--- src/rtl/exc_regs.svh ---
`ifndef EXC_REGS_SVH
`define EXC_REGS_SVH

// Register byte offsets
`define SR_OFF 8'h00
`define VBR_OFF 8'h04
`define MSP_OFF 8'h08
`define ISP_OFF 8'h0C
`define PC_OFF 8'h10
`define STATUS_OFF 8'h14

// Status register fields and reset value
`define SR_T1_BIT 15
`define SR_T0_BIT 14
`define SR_S_BIT 13
`define SR_M_BIT 12
`define SR_IPM_LSB 8
`define SR_RESET 16'h2700
`define IPM_MAX 3'h7

// Internally generated vector numbers
`define VEC_RESET 8'h00
`define VEC_BERR 8'h02
`define VEC_ODD 8'h03
`define VEC_ILLEGAL 8'h04
`define VEC_DIVIDE 8'h05
`define VEC_BOUND 8'h06
`define VEC_COND_TRAP 8'h07
`define VEC_PRIV 8'h08
`define VEC_TRACE 8'h09
`define VEC_TRAP_BASE 8'h20

// Stack frame formats and sizes in 16-bit words
`define FMT_SHORT 4'h0
`define FMT_LONG 4'h2
`define FRAME_SHORT_WORDS 3'h4
`define FRAME_LONG_WORDS 3'h6

// Coprocessor response primitive kinds in bits 15:13
`define CP_KIND_LSB 13
`define CP_PRIV 3'h4
`define CP_PRE 3'h5
`define CP_MID 3'h6
`define CP_POST 3'h7

`endif

--- src/rtl/exc_pkg.sv ---
package exc_pkg;

typedef enum logic [2:0] {
    st_idle, st_save, st_vec, st_stack, st_fetch, st_done
} exc_state_type;

typedef enum logic [2:0] {
    src_reset, src_berr, src_core, src_cp, src_trace, src_irq
} exc_src_type;

typedef enum logic [3:0] {
    k_trap, k_cond_trap, k_ovf_trap, k_coproc_trap, k_bound, k_dual_bound,
    k_divide, k_illegal, k_odd, k_priv
} core_kind_type;

typedef struct packed {
    exc_state_type st;
    logic rst_s1;
    logic rst_s2;
    logic rst_s3;
    logic berr_s1;
    logic berr_s2;
    logic berr_s3;
    logic [2:0] irq_s1;
    logic [2:0] irq_s2;
    logic pend_rst;
    logic pend_berr;
    logic pend_core;
    logic pend_cp;
    logic pend_trace;
    core_kind_type core_kind;
    logic [3:0] core_trap;
    logic [31:0] core_addr;
    logic [7:0] cp_vec;
    logic cp_long;
    logic long_frame;
    logic [15:0] sr;
    logic [15:0] saved_sr;
    logic [31:0] vector_base_register;
    logic [31:0] master_stack_pointer;
    logic [31:0] interrupt_stack_pointer;
    logic [31:0] pc;
    logic [31:0] frame_pc;
    logic [31:0] fault_addr;
    logic [31:0] sp_work;
    exc_src_type src;
    logic [7:0] vec;
    logic [7:0] last_vec;
    logic [2:0] irq_lvl;
    logic [2:0] word_idx;
    logic [2:0] frame_words;
    logic busy;
    logic bus_req;
    logic bus_we;
    logic bus_iack;
    logic [31:0] bus_addr;
    logic [31:0] bus_wdata;
    logic pc_load;
    logic cp_service;
    logic pready;
    logic pslverr;
    logic [31:0] prdata;
} seq_state_type;

endpackage

--- src/rtl/exception_sequencer.sv ---
// How it works
// - Accept interrupt, bus error, reset requests
// - Trap, bound and divide instructions raise exceptions
// - Illegal, odd fetch, privilege raise exceptions
// - Trace is internal interrupt, ranked above external interrupts only
// - Four steps: save, vector, stack, fetch
// - Copy status before changing it
// - Set supervisor bit after copy
// - Clear both trace bits on entry
// - Reset and interrupt update priority mask
// - Interrupt vector from acknowledge read cycle
// - Coprocessor vector from its exception primitive
// - Other vectors come from internal logic
// - Frame size by type and point
// - Interrupt with master bit: short master frame
// - Reset clears master bit, fetches vector
// - Master bit set: task uses master stack
// - Interrupt clears master bit in the save step, before stacking on the stack M selected at entry; later exceptions use interrupt stack
// - Vector address is base plus number times four
// - Load fetched vector into program counter
// - Read coprocessor response, serve its primitive
// - Pre, mid or post instruction coprocessor exception
`timescale 1ns/1ns
`include "exc_regs.svh"
module exception_sequencer import exc_pkg::*; (
    input logic core_clk,
    input logic rstn,
    input logic psel,
    input logic penable,
    input logic pwrite,
    input logic [7:0] paddr,
    input logic [31:0] pwdata,
    output logic [31:0] prdata,
    output logic pready,
    output logic pslverr,
    input logic reset_req_pin,
    input logic bus_error_pin,
    input logic [2:0] irq_level_pin,
    input logic core_exc_req,
    input core_kind_type core_kind,
    input logic [3:0] core_trap_num,
    input logic [31:0] core_fault_addr,
    input logic [31:0] core_pc,
    input logic trace_req,
    input logic cp_resp_valid,
    input logic [15:0] cp_resp,
    output logic bus_req,
    output logic bus_we,
    output logic bus_iack,
    output logic [31:0] bus_addr,
    output logic [31:0] bus_wdata,
    input logic bus_ack,
    input logic [31:0] bus_rdata,
    output logic pc_load,
    output logic [31:0] new_pc,
    output logic busy,
    output logic supervisor,
    output logic cp_service
);
    seq_state_type cur;
    seq_state_type nxt;
    logic win;
    exc_src_type win_src;
    logic [7:0] win_vec;
    logic win_long;
    logic apb_setup;
    logic apb_done;
    logic use_master;
    logic [2:0] frame_n;
    logic [31:0] frame_base;
    logic [15:0] frame_word;
    logic [2:0] cp_kind;

    exc_arbiter u_arb (
        .pend_rst(cur.pend_rst),
        .pend_berr(cur.pend_berr),
        .pend_core(cur.pend_core),
        .core_kind(cur.core_kind),
        .core_trap(cur.core_trap),
        .pend_cp(cur.pend_cp),
        .cp_vec(cur.cp_vec),
        .cp_long(cur.cp_long),
        .pend_trace(cur.pend_trace),
        .irq_level(cur.irq_s2),
        .ipm(cur.sr[`SR_IPM_LSB +: 3]),
        .win(win),
        .win_src(win_src),
        .win_vec(win_vec),
        .win_long(win_long)
    );

    always_comb begin
        use_master = 1'b0;
        frame_n = `FRAME_SHORT_WORDS;
        frame_base = 32'h0;
        frame_word = 16'h0;
        cp_kind = cp_resp[`CP_KIND_LSB +: 3];
        nxt = cur;
        // Pin synchronisers
        nxt.rst_s1 = reset_req_pin;
        nxt.rst_s2 = cur.rst_s1;
        nxt.rst_s3 = cur.rst_s2;
        nxt.berr_s1 = bus_error_pin;
        nxt.berr_s2 = cur.berr_s1;
        nxt.berr_s3 = cur.berr_s2;
        nxt.irq_s1 = irq_level_pin;
        nxt.irq_s2 = cur.irq_s1;
        nxt.pc_load = 1'b0;
        nxt.cp_service = 1'b0;
        nxt.pready = 1'b0;
        nxt.pslverr = 1'b0;

        // APB slave, answer prepared in setup cycle
        apb_setup = psel && !penable;
        apb_done = psel && penable && cur.pready;
        if (apb_setup) begin
            nxt.pready = 1'b1;
            nxt.prdata = 32'h0;
            if (paddr == `SR_OFF) begin
                nxt.prdata = {16'h0, cur.sr};
            end else if (paddr == `VBR_OFF) begin
                nxt.prdata = cur.vector_base_register;
            end else if (paddr == `MSP_OFF) begin
                nxt.prdata = cur.master_stack_pointer;
            end else if (paddr == `ISP_OFF) begin
                nxt.prdata = cur.interrupt_stack_pointer;
            end else if (paddr == `PC_OFF) begin
                nxt.prdata = cur.pc;
            end else if (paddr == `STATUS_OFF) begin
                nxt.prdata = {cur.saved_sr, cur.last_vec, 7'h0, cur.busy};
            end else begin
                nxt.pslverr = 1'b1;
            end
        end
        if (apb_done && pwrite) begin
            if (paddr == `SR_OFF) begin
                nxt.sr = pwdata[15:0];
            end else if (paddr == `VBR_OFF) begin
                nxt.vector_base_register = pwdata;
            end else if (paddr == `MSP_OFF) begin
                nxt.master_stack_pointer = pwdata;
            end else if (paddr == `ISP_OFF) begin
                nxt.interrupt_stack_pointer = pwdata;
            end
        end

        // Stack selection and frame size
        if (cur.src != src_reset) begin
            use_master = cur.sr[`SR_M_BIT];
        end
        if (cur.long_frame && cur.src != src_irq) begin
            frame_n = `FRAME_LONG_WORDS;
        end
        frame_base = (use_master ? cur.master_stack_pointer : cur.interrupt_stack_pointer) - {28'h0, frame_n, 1'b0};
        case (cur.word_idx)
            3'h0: frame_word = cur.saved_sr;
            3'h1: frame_word = cur.frame_pc[31:16];
            3'h2: frame_word = cur.frame_pc[15:0];
            3'h3: frame_word = {(cur.frame_words == `FRAME_LONG_WORDS) ? `FMT_LONG : `FMT_SHORT,
                                2'b00, cur.vec, 2'b00};
            3'h4: frame_word = cur.fault_addr[31:16];
            default: frame_word = cur.fault_addr[15:0];
        endcase

        case (cur.st)
            st_idle: begin
                if (win) begin
                    nxt.saved_sr = cur.sr;
                    nxt.src = win_src;
                    nxt.vec = win_vec;
                    nxt.long_frame = win_long;
                    nxt.irq_lvl = cur.irq_s2;
                    nxt.frame_pc = core_pc;
                    nxt.fault_addr = cur.core_addr;
                    nxt.busy = 1'b1;
                    nxt.st = st_save;
                    case (win_src)
                        src_reset: nxt.pend_rst = 1'b0;
                        src_berr: nxt.pend_berr = 1'b0;
                        src_core: nxt.pend_core = 1'b0;
                        src_cp: nxt.pend_cp = 1'b0;
                        src_trace: nxt.pend_trace = 1'b0;
                        default: nxt.pend_rst = cur.pend_rst;
                    endcase
                end
            end
            st_save: begin
                nxt.sr[`SR_S_BIT] = 1'b1;
                nxt.sr[`SR_T1_BIT] = 1'b0;
                nxt.sr[`SR_T0_BIT] = 1'b0;
                nxt.frame_words = frame_n;
                nxt.sp_work = frame_base;
                nxt.word_idx = 3'h0;
                if (use_master) begin
                    nxt.master_stack_pointer = frame_base;
                end else begin
                    nxt.interrupt_stack_pointer = frame_base;
                end
                if (cur.src == src_reset) begin
                    nxt.sr[`SR_M_BIT] = 1'b0;
                    nxt.sr[`SR_IPM_LSB +: 3] = `IPM_MAX;
                    nxt.interrupt_stack_pointer = cur.interrupt_stack_pointer;
                    nxt.master_stack_pointer = cur.master_stack_pointer;
                    nxt.st = st_fetch;
                end else if (cur.src == src_irq) begin
                    nxt.sr[`SR_M_BIT] = 1'b0;
                    nxt.sr[`SR_IPM_LSB +: 3] = cur.irq_lvl;
                    nxt.bus_req = 1'b1;
                    nxt.bus_we = 1'b0;
                    nxt.bus_iack = 1'b1;
                    nxt.bus_addr = {29'h0, cur.irq_lvl};
                    nxt.st = st_vec;
                end else begin
                    nxt.st = st_stack;
                end
            end
            st_vec: begin
                if (bus_ack) begin
                    nxt.vec = bus_rdata[7:0];
                    nxt.bus_req = 1'b0;
                    nxt.bus_iack = 1'b0;
                    nxt.st = st_stack;
                end
            end
            st_stack: begin
                if (!cur.bus_req) begin
                    nxt.bus_req = 1'b1;
                    nxt.bus_we = 1'b1;
                    nxt.bus_iack = 1'b0;
                    nxt.bus_addr = cur.sp_work + {28'h0, cur.word_idx, 1'b0};
                    nxt.bus_wdata = {16'h0, frame_word};
                end else if (bus_ack) begin
                    nxt.bus_req = 1'b0;
                    if (cur.word_idx == cur.frame_words - 3'h1) begin
                        nxt.st = st_fetch;
                    end else begin
                        nxt.word_idx = cur.word_idx + 3'h1;
                    end
                end
            end
            st_fetch: begin
                if (!cur.bus_req) begin
                    nxt.bus_req = 1'b1;
                    nxt.bus_we = 1'b0;
                    nxt.bus_iack = 1'b0;
                    nxt.bus_addr = cur.vector_base_register + {22'h0, cur.vec, 2'b00};
                end else if (bus_ack) begin
                    nxt.bus_req = 1'b0;
                    nxt.pc = bus_rdata;
                    nxt.st = st_done;
                end
            end
            default: begin
                nxt.pc_load = 1'b1;
                nxt.last_vec = cur.vec;
                nxt.busy = 1'b0;
                nxt.st = st_idle;
            end
        endcase

        // A pending reset abandons whatever sequence is running
        if (cur.pend_rst && cur.st != st_idle) begin
            nxt.st = st_idle;
            nxt.bus_req = 1'b0;
            nxt.bus_iack = 1'b0;
            nxt.busy = 1'b0;
        end

        // New events last so that a set beats a same-cycle clear
        if (cur.rst_s2 && !cur.rst_s3) begin
            nxt.pend_rst = 1'b1;
        end
        if (cur.berr_s2 && !cur.berr_s3) begin
            nxt.pend_berr = 1'b1;
        end
        if (cp_resp_valid) begin
            if (cp_kind == `CP_PRIV) begin
                if (!cur.sr[`SR_S_BIT]) begin
                    nxt.pend_core = 1'b1;
                    nxt.core_kind = k_priv;
                end
            end else if (cp_kind == `CP_PRE || cp_kind == `CP_MID || cp_kind == `CP_POST) begin
                nxt.pend_cp = 1'b1;
                nxt.cp_vec = cp_resp[7:0];
                nxt.cp_long = (cp_kind != `CP_PRE);
            end else begin
                nxt.cp_service = 1'b1;
            end
        end
        if (core_exc_req) begin
            nxt.pend_core = 1'b1;
            nxt.core_kind = core_kind;
            nxt.core_trap = core_trap_num;
            nxt.core_addr = core_fault_addr;
        end
        if (trace_req) begin
            nxt.pend_trace = 1'b1;
        end
    end

    always_ff @(posedge core_clk or negedge rstn) begin
        if (!rstn) begin
            cur <= '0;
            cur.pend_rst <= 1'b1;
            cur.sr <= `SR_RESET;
        end else begin
            cur <= nxt;
        end
    end

    assign prdata = cur.prdata;
    assign pready = cur.pready;
    assign pslverr = cur.pslverr;
    assign bus_req = cur.bus_req;
    assign bus_we = cur.bus_we;
    assign bus_iack = cur.bus_iack;
    assign bus_addr = cur.bus_addr;
    assign bus_wdata = cur.bus_wdata;
    assign pc_load = cur.pc_load;
    assign new_pc = cur.pc;
    assign busy = cur.busy;
    assign supervisor = cur.sr[`SR_S_BIT];
    assign cp_service = cur.cp_service;
endmodule

--- src/rtl/exc_arbiter.sv ---
`timescale 1ns/1ns
`include "exc_regs.svh"
module exc_arbiter import exc_pkg::*; (
    input logic pend_rst,
    input logic pend_berr,
    input logic pend_core,
    input core_kind_type core_kind,
    input logic [3:0] core_trap,
    input logic pend_cp,
    input logic [7:0] cp_vec,
    input logic cp_long,
    input logic pend_trace,
    input logic [2:0] irq_level,
    input logic [2:0] ipm,
    output logic win,
    output exc_src_type win_src,
    output logic [7:0] win_vec,
    output logic win_long
);
    always_comb begin
        win = 1'b1;
        win_src = src_reset;
        win_vec = `VEC_RESET;
        win_long = 1'b0;
        if (pend_rst) begin
            win_src = src_reset;
        end else if (pend_berr) begin
            win_src = src_berr;
            win_vec = `VEC_BERR;
            win_long = 1'b1;
        end else if (pend_core) begin
            win_src = src_core;
            win_long = 1'b1;
            case (core_kind)
                k_trap: begin
                    win_vec = `VEC_TRAP_BASE | {4'h0, core_trap};
                    win_long = 1'b0;
                end
                k_cond_trap, k_ovf_trap, k_coproc_trap: win_vec = `VEC_COND_TRAP;
                k_bound, k_dual_bound: win_vec = `VEC_BOUND;
                k_divide: win_vec = `VEC_DIVIDE;
                k_odd: win_vec = `VEC_ODD;
                k_priv: begin
                    win_vec = `VEC_PRIV;
                    win_long = 1'b0;
                end
                default: begin
                    win_vec = `VEC_ILLEGAL;
                    win_long = 1'b0;
                end
            endcase
        end else if (pend_cp) begin
            win_src = src_cp;
            win_vec = cp_vec;
            win_long = cp_long;
        end else if (pend_trace) begin
            win_src = src_trace;
            win_vec = `VEC_TRACE;
            win_long = 1'b1;
        end else if (irq_level != 3'h0 && (irq_level == `IPM_MAX || irq_level > ipm)) begin
            win_src = src_irq;
        end else begin
            win = 1'b0;
        end
    end
endmodule

--- config.mk ---
export PLATFORM = sky130hd
export DESIGN_NAME = exception_sequencer
export DESIGN_NICKNAME = d
export VERILOG_FILES = /design/src/rtl/exc_pkg.sv /design/src/rtl/exception_sequencer.sv /design/src/rtl/exc_arbiter.sv
export VERILOG_INCLUDE_DIRS = /design/src /design/src/rtl
export SDC_FILE = /design/constraint.sdc
export NUM_CORES = 1
export LEC_CHECK = 0
export ABC_AREA = 1
export BUFFER_PORTS_ARGS = -buffer_cell sky130_fd_sc_hd__buf_2
export CAP_MARGIN = 40
export CORE_MARGIN = 2
export CORE_UTILIZATION = 59
export DETAILED_ROUTE_END_ITERATION = 8
export GPL_ROUTABILITY_DRIVEN = 0
export PLACE_DENSITY_LB_ADDON = 0.08
export SYNTH_ARGS = -nofsm -noshare
export SYNTH_HDL_FRONTEND = slang
export SYNTH_HIERARCHICAL = 1
export SYNTH_SLANG_ARGS = --single-unit
--- constraint.sdc ---
create_clock -name core_clk -period 3.44 [get_ports core_clk]
set_input_delay 0.344 -clock core_clk [delete_from_list [all_inputs] [get_ports core_clk]]
set_output_delay 0.344 -clock core_clk [all_outputs]
set_load 0.02 [all_outputs]
# Word level (Yosys, flattened, before mapping)
# Cells that the tools add are included.
dict set report totals {
  ff_bits 442
  latchBits 0
  mem_bits_rw 0
  romBits 0
  in_bits 174
  elab_cells 297
  n_memories 0
}
dict set report op_classes {
  n_addsub 5
  multipliers 0
  div_mod_pow 0
  magnitude_cmp 1
  n_eq_ne 57
  n_shift 0
  mux 117
  bitwise_logic 3
  reduce_logical 66
}
# cell count
set ops {}
lappend ops {{two-way mux 32 bit} 12}
lappend ops {{two-way mux 64 bit} 5}
lappend ops {{case mux 32 bit (3 select lines)} 1}
lappend ops {{case mux 16 bit (5 select lines)} 1}
lappend ops {{two-way mux 35 bit} 2}
lappend ops {{two-way mux 34 bit} 2}
lappend ops {{two-way mux 66 bit} 1}
lappend ops {{two-way mux 3 bit} 21}
lappend ops {{two-way mux 8 bit} 6}
lappend ops {{two-way mux 1 bit} 44}
lappend ops {{two-way mux 40 bit} 1}
lappend ops {{inequality test 3 bit (second input constant)} 12}
lappend ops {{case mux 6 bit (6 select lines)} 1}
lappend ops {{adder 32 x 10 -> 32 bit} 1}
lappend ops {{adder 32 x 4 -> 32 bit} 1}
lappend ops {{two-way mux 16 bit} 2}
lappend ops {{subtractor 32 x 4 -> 32 bit} 1}
lappend ops {{== test 3 bit (second input constant)} 10}
lappend ops {{nonzero test 2 bit} 15}
lappend ops {{AND reduction 3 bit} 8}
lappend ops {{two-way mux 4 bit} 5}
lappend ops {{== test 3 x 2 -> 1 bit (second input constant)} 6}
lappend ops {{inequality test 2 bit (second input constant)} 9}
lappend ops {{== test 8 x 4 -> 1 bit (second input constant)} 2}
lappend ops {{41 further kinds} 80}

# Logic depth before layout (Yosys ltp)
# Gate-level depths: netlist of run 1.
dict set report depth {
  word_depth 17
  mapped_depth 22
  ltp_nobuf 19
}

# Hierarchy
# The synthesis of run 1 kept the hierarchy.
# mod n_inst cells_per_inst area_each_um2
set modules_own_cells {}
lappend modules_own_cells {exception_sequencer 1 3120 24159.4}
lappend modules_own_cells {exc_arbiter 1 94 462.9}

# Least setup slack after synthesis of run 1
# No wires, ideal clock.
dict set report synth_timing {
  path_type {flip-flop to flip-flop}
  start {register cur[130] (netlist bit)}
  end {register cur[316] (netlist bit)}
  setup_time_ps 121
  arrival_ps 2525
  required_ps 3319
  path_slack_ps 794
  stages_incl_launch_ff 22
  path_buffers 3
  synth_period_minus_slack_ps 2646
  path_cell_list {dfrtp_1 nor2_2 nand2_4 nand2_8 buf_6 inv_2 buf_2 buf_2 o21ai_0 ha_1 inv_1 ha_1 inv_1 nand2_1 nor2_4 nand2_2 nor2_8 nand2_1 nand2_1 nand3_1 nand2_1 nand2_1}
}
dict set report synth_between {
  elab_chain_cells 7
}
# element line_no
set synth_rtl {}
lappend synth_rtl {{from (decl)} exception_sequencer.sv:60} ;# seq_state_type cur;
lappend synth_rtl {{from (signal assigned)} exception_sequencer.sv:307} ;# cur <= nxt;
lappend synth_rtl {{nonzero test 3 bit / inequality test 3 bit (equally long branches)} {exception_sequencer.sv:148, exception_sequencer.sv:151}}
lappend synth_rtl {{two-way mux 1 bit / logical AND 1 bit (equally long branches)} {exception_sequencer.sv:148, exception_sequencer.sv:151}}
lappend synth_rtl {{two-way mux 32 bit / two-way mux 2 bit (equally long branches)} {exception_sequencer.sv:154, exception_sequencer.sv:151}}
lappend synth_rtl {{subtractor 32 x 4 -> 32 bit} exception_sequencer.sv:154} ;# frame_base = (use_master ? cur.master_stack_pointer : cur.interrupt_stack_pointer) - {28'h0, frame_n, 1'b0};
lappend synth_rtl {{two-way mux 32 bit} exception_sequencer.sv:194} ;# if (use_master) begin
lappend synth_rtl {{two-way mux 64 bit} exception_sequencer.sv:199} ;# if (cur.src == src_reset) begin
lappend synth_rtl {{two-way mux 64 bit} exception_sequencer.sv:165} ;# case (cur.st)
# Several ways; a longest one is shown, not always the timed one. The select of a mux whose other input is x is not followed.
# A chain may end at the register's enable or synchronous reset.

# Worst setup path in the final report of run 1
dict set report layout_timing {
  start {register cur[131] (netlist bit)}
  end {register cur[274] (netlist bit)}
}
# The elaborated chain is that of the path after synthesis.

==> results of run 1 <==
## report_power, final
part	total (mW)	internal [mW]	switching, mW
registers	7.87	6.60	1.27
clock network	5.25	3.09	2.17
logic	7.97	2.45	5.52
## critical path, delay by kind of cell, from the launching register on
| kind | cells | cell delay (ns) |
|---|---|---|
| buffers and inverters | 3 | 0.55 |
| AOI/OAI and AO/OA | 1 | 0.11 |
| xor gates and xnor gates | 1 | 0.41 |
| and+or+nand+nor | 7 | 1.10 |
| DFF | 1 | 0.35 |
| adders and majority gates | 1 | 0.18 |
## kinds of logic after synthesis
| kind of cell | Yosys count | share of synthesized area, % |
|---|---|---|
| other | 1 | 0.01523 |
| adder cells (fa/ha/maj) | 24 | 1.281 |
| AND/OR/NAND/NOR | 1483 | 25.64 |
| multiplexers | 34 | 1.550 |
| flip-flops | 441 | 44.84 |
| buffers and inverters | 586 | 11.46 |
| AO/OA/AOI/OAI | 631 | 14.69 |
| XOR/XNOR | 14 | 0.5285 |
## cell type report
type | instances | area (sq um)
Sequential cell | 441 | 11040
Multi-Input combinational cell | 2202 | 10830
Clock inverter | 20 | 265.3
Fill cell | 3366 | 12540
Tap cell | 532 | 665.6
Timing Repair Buffer | 461 | 3133
Antenna cell | 1 | 2.502
Inverter | 333 | 1250
Clock buffer | 65 | 1296
## placed cells by master, fill, tap and decap left out, drive strengths merged, types with 17 or more instances in the layout
| cell | n |
|---|---|
| a31oi | 19 |
| clkbuf | 65 |
| dfrtp | 436 |
| nor2 | 235 |
| nor3 | 23 |
| buf | 345 |
| a21oi | 108 |
| o21ai | 353 |
| a211oi | 19 |
| o211ai | 20 |
| nand3 | 178 |
| nand4 | 17 |
| a22oi | 24 |
| inv | 328 |
| mux2 | 33 |
| ha | 22 |
| dlygate4sd3 | 116 |
| o22ai | 27 |
| nand2 | 994 |
## how the worst max path moves through the flow
stage / start / end / cells after the start / slack, ns
after floorplan: cur[130]$_DFFE_PN0P_ / cur[316]$_DFFE_PN0P_ / 21 / 0.79
after global placement: paddr[1] / cur[290]$_DFFE_PN0P_ / 11 / 0.77
after detailed placement: cur[131]$_DFFE_PN0P_ / cur[274]$_DFFE_PN0P_ / 13 / 0.72
after CTS: cur[131]$_DFFE_PN0P_ / cur[274]$_DFFE_PN0P_ / 13 / 0.70
after global routing: cur[130]$_DFFE_PN0P_ / cur[306]$_DFFE_PN0P_ / 13 / 0.45
final: cur[131]$_DFFE_PN0P_ / cur[274]$_DFFE_PN0P_ / 13 / 0.59
## stage by stage
| step | hold WS [ns] | setup slack (ns) |
|---|---|---|
| after floorplan | 0.04841 | 0.7941 |
| after global placement | 0.3352 | 0.7672 |
| after detailed placement | 0.3393 | 0.7165 |
| after CTS | 0.002758 | 0.7005 |
| after global routing | 0.01654 | 0.4485 |
| final | 0.01929 | 0.5934 |
## routing by layer
metal  global-route usage, %  wire (um)  vias up
met5                       0          0        -
met4                   25.01       6229        0
met3                   9.947       9742      308
met2                   58.10      36680     1466
met1                   51.19      32440    11340
li1                        -          -    10890
## flip-flops by register name (all words and copies together), names as in the netlist
signal	count
prdata	32
new_pc	32
bus_iack	1
pslverr	1
cp_service	1
bus_wdata	16
busy	1
cur	320
pready	1
bus_addr	32
supervisor	1
pc_load	1
bus_we	1
bus_req	1
==> metrics.md, run 1 <==
| Metric | Value |
|---|---|
| Core area | `slightly above 0.04 sq mm` |
| Hold_buf cts | `around 120` |
| Setup crit start kind | `flop` |
| Final Non-Filler Cells | `between 4000 and 5000` |
| Largest net degree at the start of global routing | `between 90 and 100` |
| Seq/Total Area, Yosys | `44.84%` |
| Setup TNS | `0 ns` |
| Worst Hold Path Cells | `2` |
| First-pass GRT wire length | `130300 um` |
| Total Wirelength | `approximately 85000 um` |
| Drt wl/cell | `20.98 um` |
| Clk_skew | `0.02156 ns` |
| Max cap viols | `0` |
| Worst Path Required | `~3.9 ns` |
| Critical Path Fanout Max | `30` |
| Most common cell in the synthesized netlist | `nand2_1` |
| Slew @ Worst Pin | `0.9298 ns` |
| Resize count post-CTS | `0` |
| Min-Delay Path Class | `input port to flop` |
| Synth Area per Inst | `~7.7 sq um` |
| CTS root buf | `clkbuf_16` |
| Setup bufs post-CTS | `0` |
| Power, Total | `between 20 and 25 mW` |
| Clock Sinks | `approximately 440` |
| Critical-path cell list | `inv_1 -> nand2_4 -> buf_4 -> nand3_1 -> and2_1 -> ha_1 -> inv_1 -> nand2_1 -> nor2_4 -> nand2_4 -> nor2_2 -> xor2_1 -> o21ai_1` |
| Die Span Y | `between 200 and 250 um` |
| Crit path time final | `~2.8 ns` |
| Final Setup Violations | `0` |
| DRC viols | `0` |
| Largest area contributor in the netlist | `dfrtp_1` |
| Antenna Violating Nets Remaining | `0` |
| LEAKAGE | `approximately 14 nW` |
| Final Hold Fails | `0` |
| Unrepaired setup endpoints after global routing | `no` |
| Peak VDD IR | `slightly above 0.0006 V` |
| Synth unique cells | `62` |
| Reg-to-reg slack, setup | `~0.6 ns` |
| Clock Latency Late Sink | `slightly below 0.6 ns` |
| Critical path's largest stage delay | `just over 0.4 ns` |
| Synth top area share | `between 40 and 50%` |
| CTS Buf Count | `48` |
| GR Overflow Total | `0` |
| WP data arrival | `between 3 and 4 ns` |
| Ys Warns | `6` |
| Max-slew headroom | `between 30% and 40%` |
| Via-to-Cell Ratio | `~5.9` |
| Commonest cells in the netlist | `nand2_1, dfrtp_1, o21ai_0` |
| Worst path slowest cell | `buf_4` |
| Vias post-DR | `24010` |
| Period utilization | `between 80% and 90%` |
| Drt first-iter violations | `2673` |
| I/O Pins | `311` |
| Die ar. | `around 0.043 sq mm` |
| Number of flops mapped to enable cells by yosys | `0` |
| Vias in the first global route | `about 23000` |
| DIE WIDTH | `approximately 210 um` |
| # rows | `74` |
| Reg-to-Reg End | `cur[274]$_DFFE_PN0P_` |
| P&R area growth vs syn | `15.67%` |
| CTS tree | `built` |
| Layout cells sized above 1 | `16.16%` |
| Dpl cell area | `~0.026 sq mm` |
| RR Startpoint | `cur[131]$_DFFE_PN0P_` |
| Worst Setup End Kind | `flop` |
| Outcome | `finished, final reports clean` |
| R2R depth | `13` |
| H-tree depth | `2` |
| Pins Over Slew Limit | `0` |
| Initial Utilization | `between 60% and 70%` |
| Crit Path Class | `flop to flop` |
| Hold path start | `bus_rdata[2]` |
| Layout Nets | `roughly 3700` |
| Synth Instances | `3214` |
| Layout Utilization | `between 60% and 70%` |
| Total track usage | `39.11%` |
| Fmax | `about 0.35 GHz` |
| PwrDens | `between 700 and 800 mW/mm^2` |
| Clk buf depth | `3` |
| Finished Cell Area | `0.02848 sq mm` |
| Most used DFF post-synth | `dfrtp_1` |
| Asr flop ratio synth | `100.0%` |
| Initial antenna violation count | `0` |
| Dpl hpwl | `~62000 um` |
| Placed cell count | `between 3000 and 4000` |
| Yosys reg bits | `roughly 440` |
| Clock transition at path regs | `roughly 0.06 ns` |
| Ranking of synthesized cells by area | `dfrtp_1, nand2_1, o21ai_0` |
| First-pass detailed-route iteration total | `6` |
| WHS Endpoint | `new_pc[2]$_DFFE_PN0P_` |
| PortBufs | `289` |
| Synth Cell Area | `between 0.02 and 0.025 sq mm` |
Power figures use the tool's default switching activity.
==> run 2, diff against run 1 <==
==> constraint.sdc (replaced) <==
create_clock -name core_clk -period 2.9 [get_ports core_clk]
set_input_delay 0.29 -clock core_clk [delete_from_list [all_inputs] [get_ports core_clk]]
set_output_delay 0.29 -clock core_clk [all_outputs]
set_load 0.02 [all_outputs]
==> run 2 against run 1 <==
Against the previous run:
- setup slack got worse by 0.35 ns
- largest cell class unchanged
- sequential share of layout area decreased by 0.59 points
- global-route usage increased by 0.62 points
- first-iteration DRC count increased by 5.2%
==> metrics.md, run 2 (synthesis gave the netlist of run 1 again) <==
| Metric | Value |
|---|---|
| Outcome | `finished, final reports clean` |
| Antenna Violating Nets Remaining | `0 (unchanged)` |
| DRC viols | `0 (unchanged)` |
| CTS root buf | `clkbuf_16` |
| Most frequent cells in the layout | `nand2_1, dfrtp_1, o21ai_0` |
| Dpl hpwl | `62310 um (+0.60%)` |
| Total Wirelength | `86230 um (+1.3%)` |
| Worst Setup End Kind | `flop` |
| Commonest non-fill, non-tap cell in the layout | `nand2_1` |
| Layout cells sized above 1 | `16.49% (+0.34 points)` |
| Setup TNS | `0 ns (unchanged)` |
| Total track usage | `39.73% (+0.62 points)` |
| Area of the multi-input gates | `0.01083 sq mm (about the same)` |
| Clk buf depth | `3 (unchanged)` |
| Critical Path Fanout Max | `9 (-70%)` |
| Reg-to-reg slack, setup | `0.24 ns (-0.35 ns)` |
| Period utilization | `91.63% (+8.9 points)` |
| Peak VDD IR | `0.0006536 V (+5.2%)` |
| Clock transition at path regs | `0.06 ns (about the same)` |
| Slew @ Worst Pin | `0.7635 ns (-0.1662 ns)` |
| Worst Path Required | `3.34 ns (-0.56 ns)` |
| Final Hold Fails | `0 (unchanged)` |
| Min-Delay Path Class | `input port to flop` |
| Drt first-iter violations | `2813 (+5.2%)` |
| Sequential Area | `0.01104 sq mm (unchanged)` |
| Pins Over Slew Limit | `0 (unchanged)` |
| I/O Pins | `311 (unchanged)` |
| Vias in the first global route | `23130 (+1.9%)` |
| PortBufs | `289 (unchanged)` |
| H-tree depth | `2 (unchanged)` |
| Finished Cell Area | `0.02892 sq mm (+1.5%)` |
| DIE WIDTH | `208.3 um (unchanged)` |
| Initial Utilization | `60.03% (unchanged)` |
| # rows | `74 (unchanged)` |
| Max-slew headroom | `49.04% (+11 points)` |
| Setup crit start kind | `flop` |
| Layout Nets | `3728 (+1.2%)` |
| Filler cells | `3306 (-1.8%)` |
| Slack of the critical path | `0.2426 ns (-0.3507 ns)` |
| Setup bufs post-CTS | `0 (unchanged)` |
| Power, Total | `25.25 mW (+20%)` |
| Largest net degree at the start of global routing | `85 (-13%)` |
| Core area | `0.04102 sq mm (unchanged)` |
| First-pass GRT wire length | `133200 um (+2.2%)` |
| Clk_skew | `0.02244 ns (+0.0008761 ns)` |
| Dpl cell area | `0.02592 sq mm (+0.64%)` |
| CTS tree | `built` |
| Crit path time final | `2.657 ns (-0.1893 ns)` |
| Vias post-DR | `24250 (+1.0%)` |
| P&R area growth vs syn | `17.45%` |
| Max cap viols | `0 (unchanged)` |
| Final Setup Violations | `0 (unchanged)` |
| LEAKAGE | `14.54 nW (+1.6%)` |
| Max FFs per register | `320 (unchanged)` |
| Clock Sinks | `441 (unchanged)` |
| Clock Latency Late Sink | `0.59 ns (about the same)` |
| Biggest register | `cur` |
| Crit Path Class | `flop to flop` |
| Setup WS pre-CTS | `0.2205 ns (-0.4961 ns)` |
| Final Non-Filler Cells | `4097 (+1.0%)` |
| First-pass detailed-route iteration total | `6 (unchanged)` |
| GR Overflow Total | `0 (unchanged)` |
| Fmax | `0.3763 GHz (+7.1%)` |
| Placed cell count | `3870 (+0.44%)` |
| Die Span Y | `208.3 um (unchanged)` |
| WP data arrival | `3.10 ns (-0.20 ns)` |
| Die ar. | `0.04338 sq mm (unchanged)` |
| CTS Buf Count | `47 (-2.1%)` |
| Number of inserted diodes | `0 (-1)` |
| Unrepaired setup endpoints after global routing | `no` |
| Drt wl/cell | `21.05 um (+0.29%)` |
| Initial antenna violation count | `2 (+2)` |
| Via-to-Cell Ratio | `5.919 (about the same)` |
| PwrDens | `873.0 mW/mm^2 (+18%)` |
==> run 2: cell types whose count changed in the layout (fill, tap and decap cells not counted), moves of 3 or more <==
cell,previous run,this run
buf_12,7,10
buf_4,48,62
bufinv_16,6,3
clkbuf_8,1,15
clkinv_2,9,3
dlygate4sd3_1,116,143
==> run 2: final cells by class <==
cell class	instances	area share, %
Clock buffer	75	4.950
Inverter	333	4.322
Multi-Input combinational cell	2202	37.46
Timing Repair Buffer	505	12.34
Sequential cell	441	38.18
Clock inverter	9	0.4456
Tap cell	532	2.302
==> run 2: stage by stage <==
stage | util, % | hold WS [ns]
floorplan | - | -0.005591
global placement | 63.16 | 0.3357
detailed placement | 63.19 | 0.3361
CTS | 70.49 | 0.01121
global route | 70.51 | 0.03884
finish | 70.51 | 0.02282
==> run 2: power by group <==
| part | total (mW) | internal (mW) | switching, mW |
|---|---|---|---|
| logic | 9.74 | 3.06 | 6.69 |
| clock network | 6.20 | 3.63 | 2.57 |
| registers | 9.31 | 7.83 | 1.48 |
| total | 25.2 | 14.5 | 10.7 |
==> run 2: timing repair <==
action / CTS / global route
gates resized for setup: 0 / 1
endpoints found under the setup margin: 0 / 3
endpoints found under the hold margin: 218 / 0
hold buffers: 143 / 0
==> run 2: metal layers <==
| layer | global-route usage [%] | routed length, um |
|---|---|---|
| met3 | 9.585 | 9855 |
| met4 | 22.23 | 5579 |
| met2 | 60.27 | 38140 |
| met1 | 52.55 | 32640 |
| met5 | 0 | 12 |
==> run 2: worst max-delay path, cell delays in order, from the launching register on <==
cell and delay (ns):
dfrtp_1 0.40, nor2_2 0.13, nand2_4 0.13, nand2_8 0.12, inv_2 0.05, o21ai_0 0.17, ha_1 0.18, inv_1 0.05
ha_1 0.20, inv_1 0.05, nand2_1 0.10, nor2_4 0.16, nand2_4 0.12, nor2_2 0.25, xor2_2 0.28, o21ai_1 0.10
==> run 2: worst paths after layout <==
path | start | endpoint | cells past startpoint
max | cur[129]$_DFFE_PN0P_ | cur[306]$_DFFE_PN0P_ | 15
min | pwdata[10] | cur[382]$_DFF_PN1_ | 3
max reg2reg | cur[129]$_DFFE_PN0P_ | cur[306]$_DFFE_PN0P_ | 15
min reg2reg | cur[448]$_DFF_PN0_ | cur[445]$_DFF_PN0_ | 0
max in group asynchronous | rstn | cur[442]$_DFFE_PN1P_ | 3
min in group asynchronous | rstn | bus_addr[23]$_DFFE_PN0P_ | 2
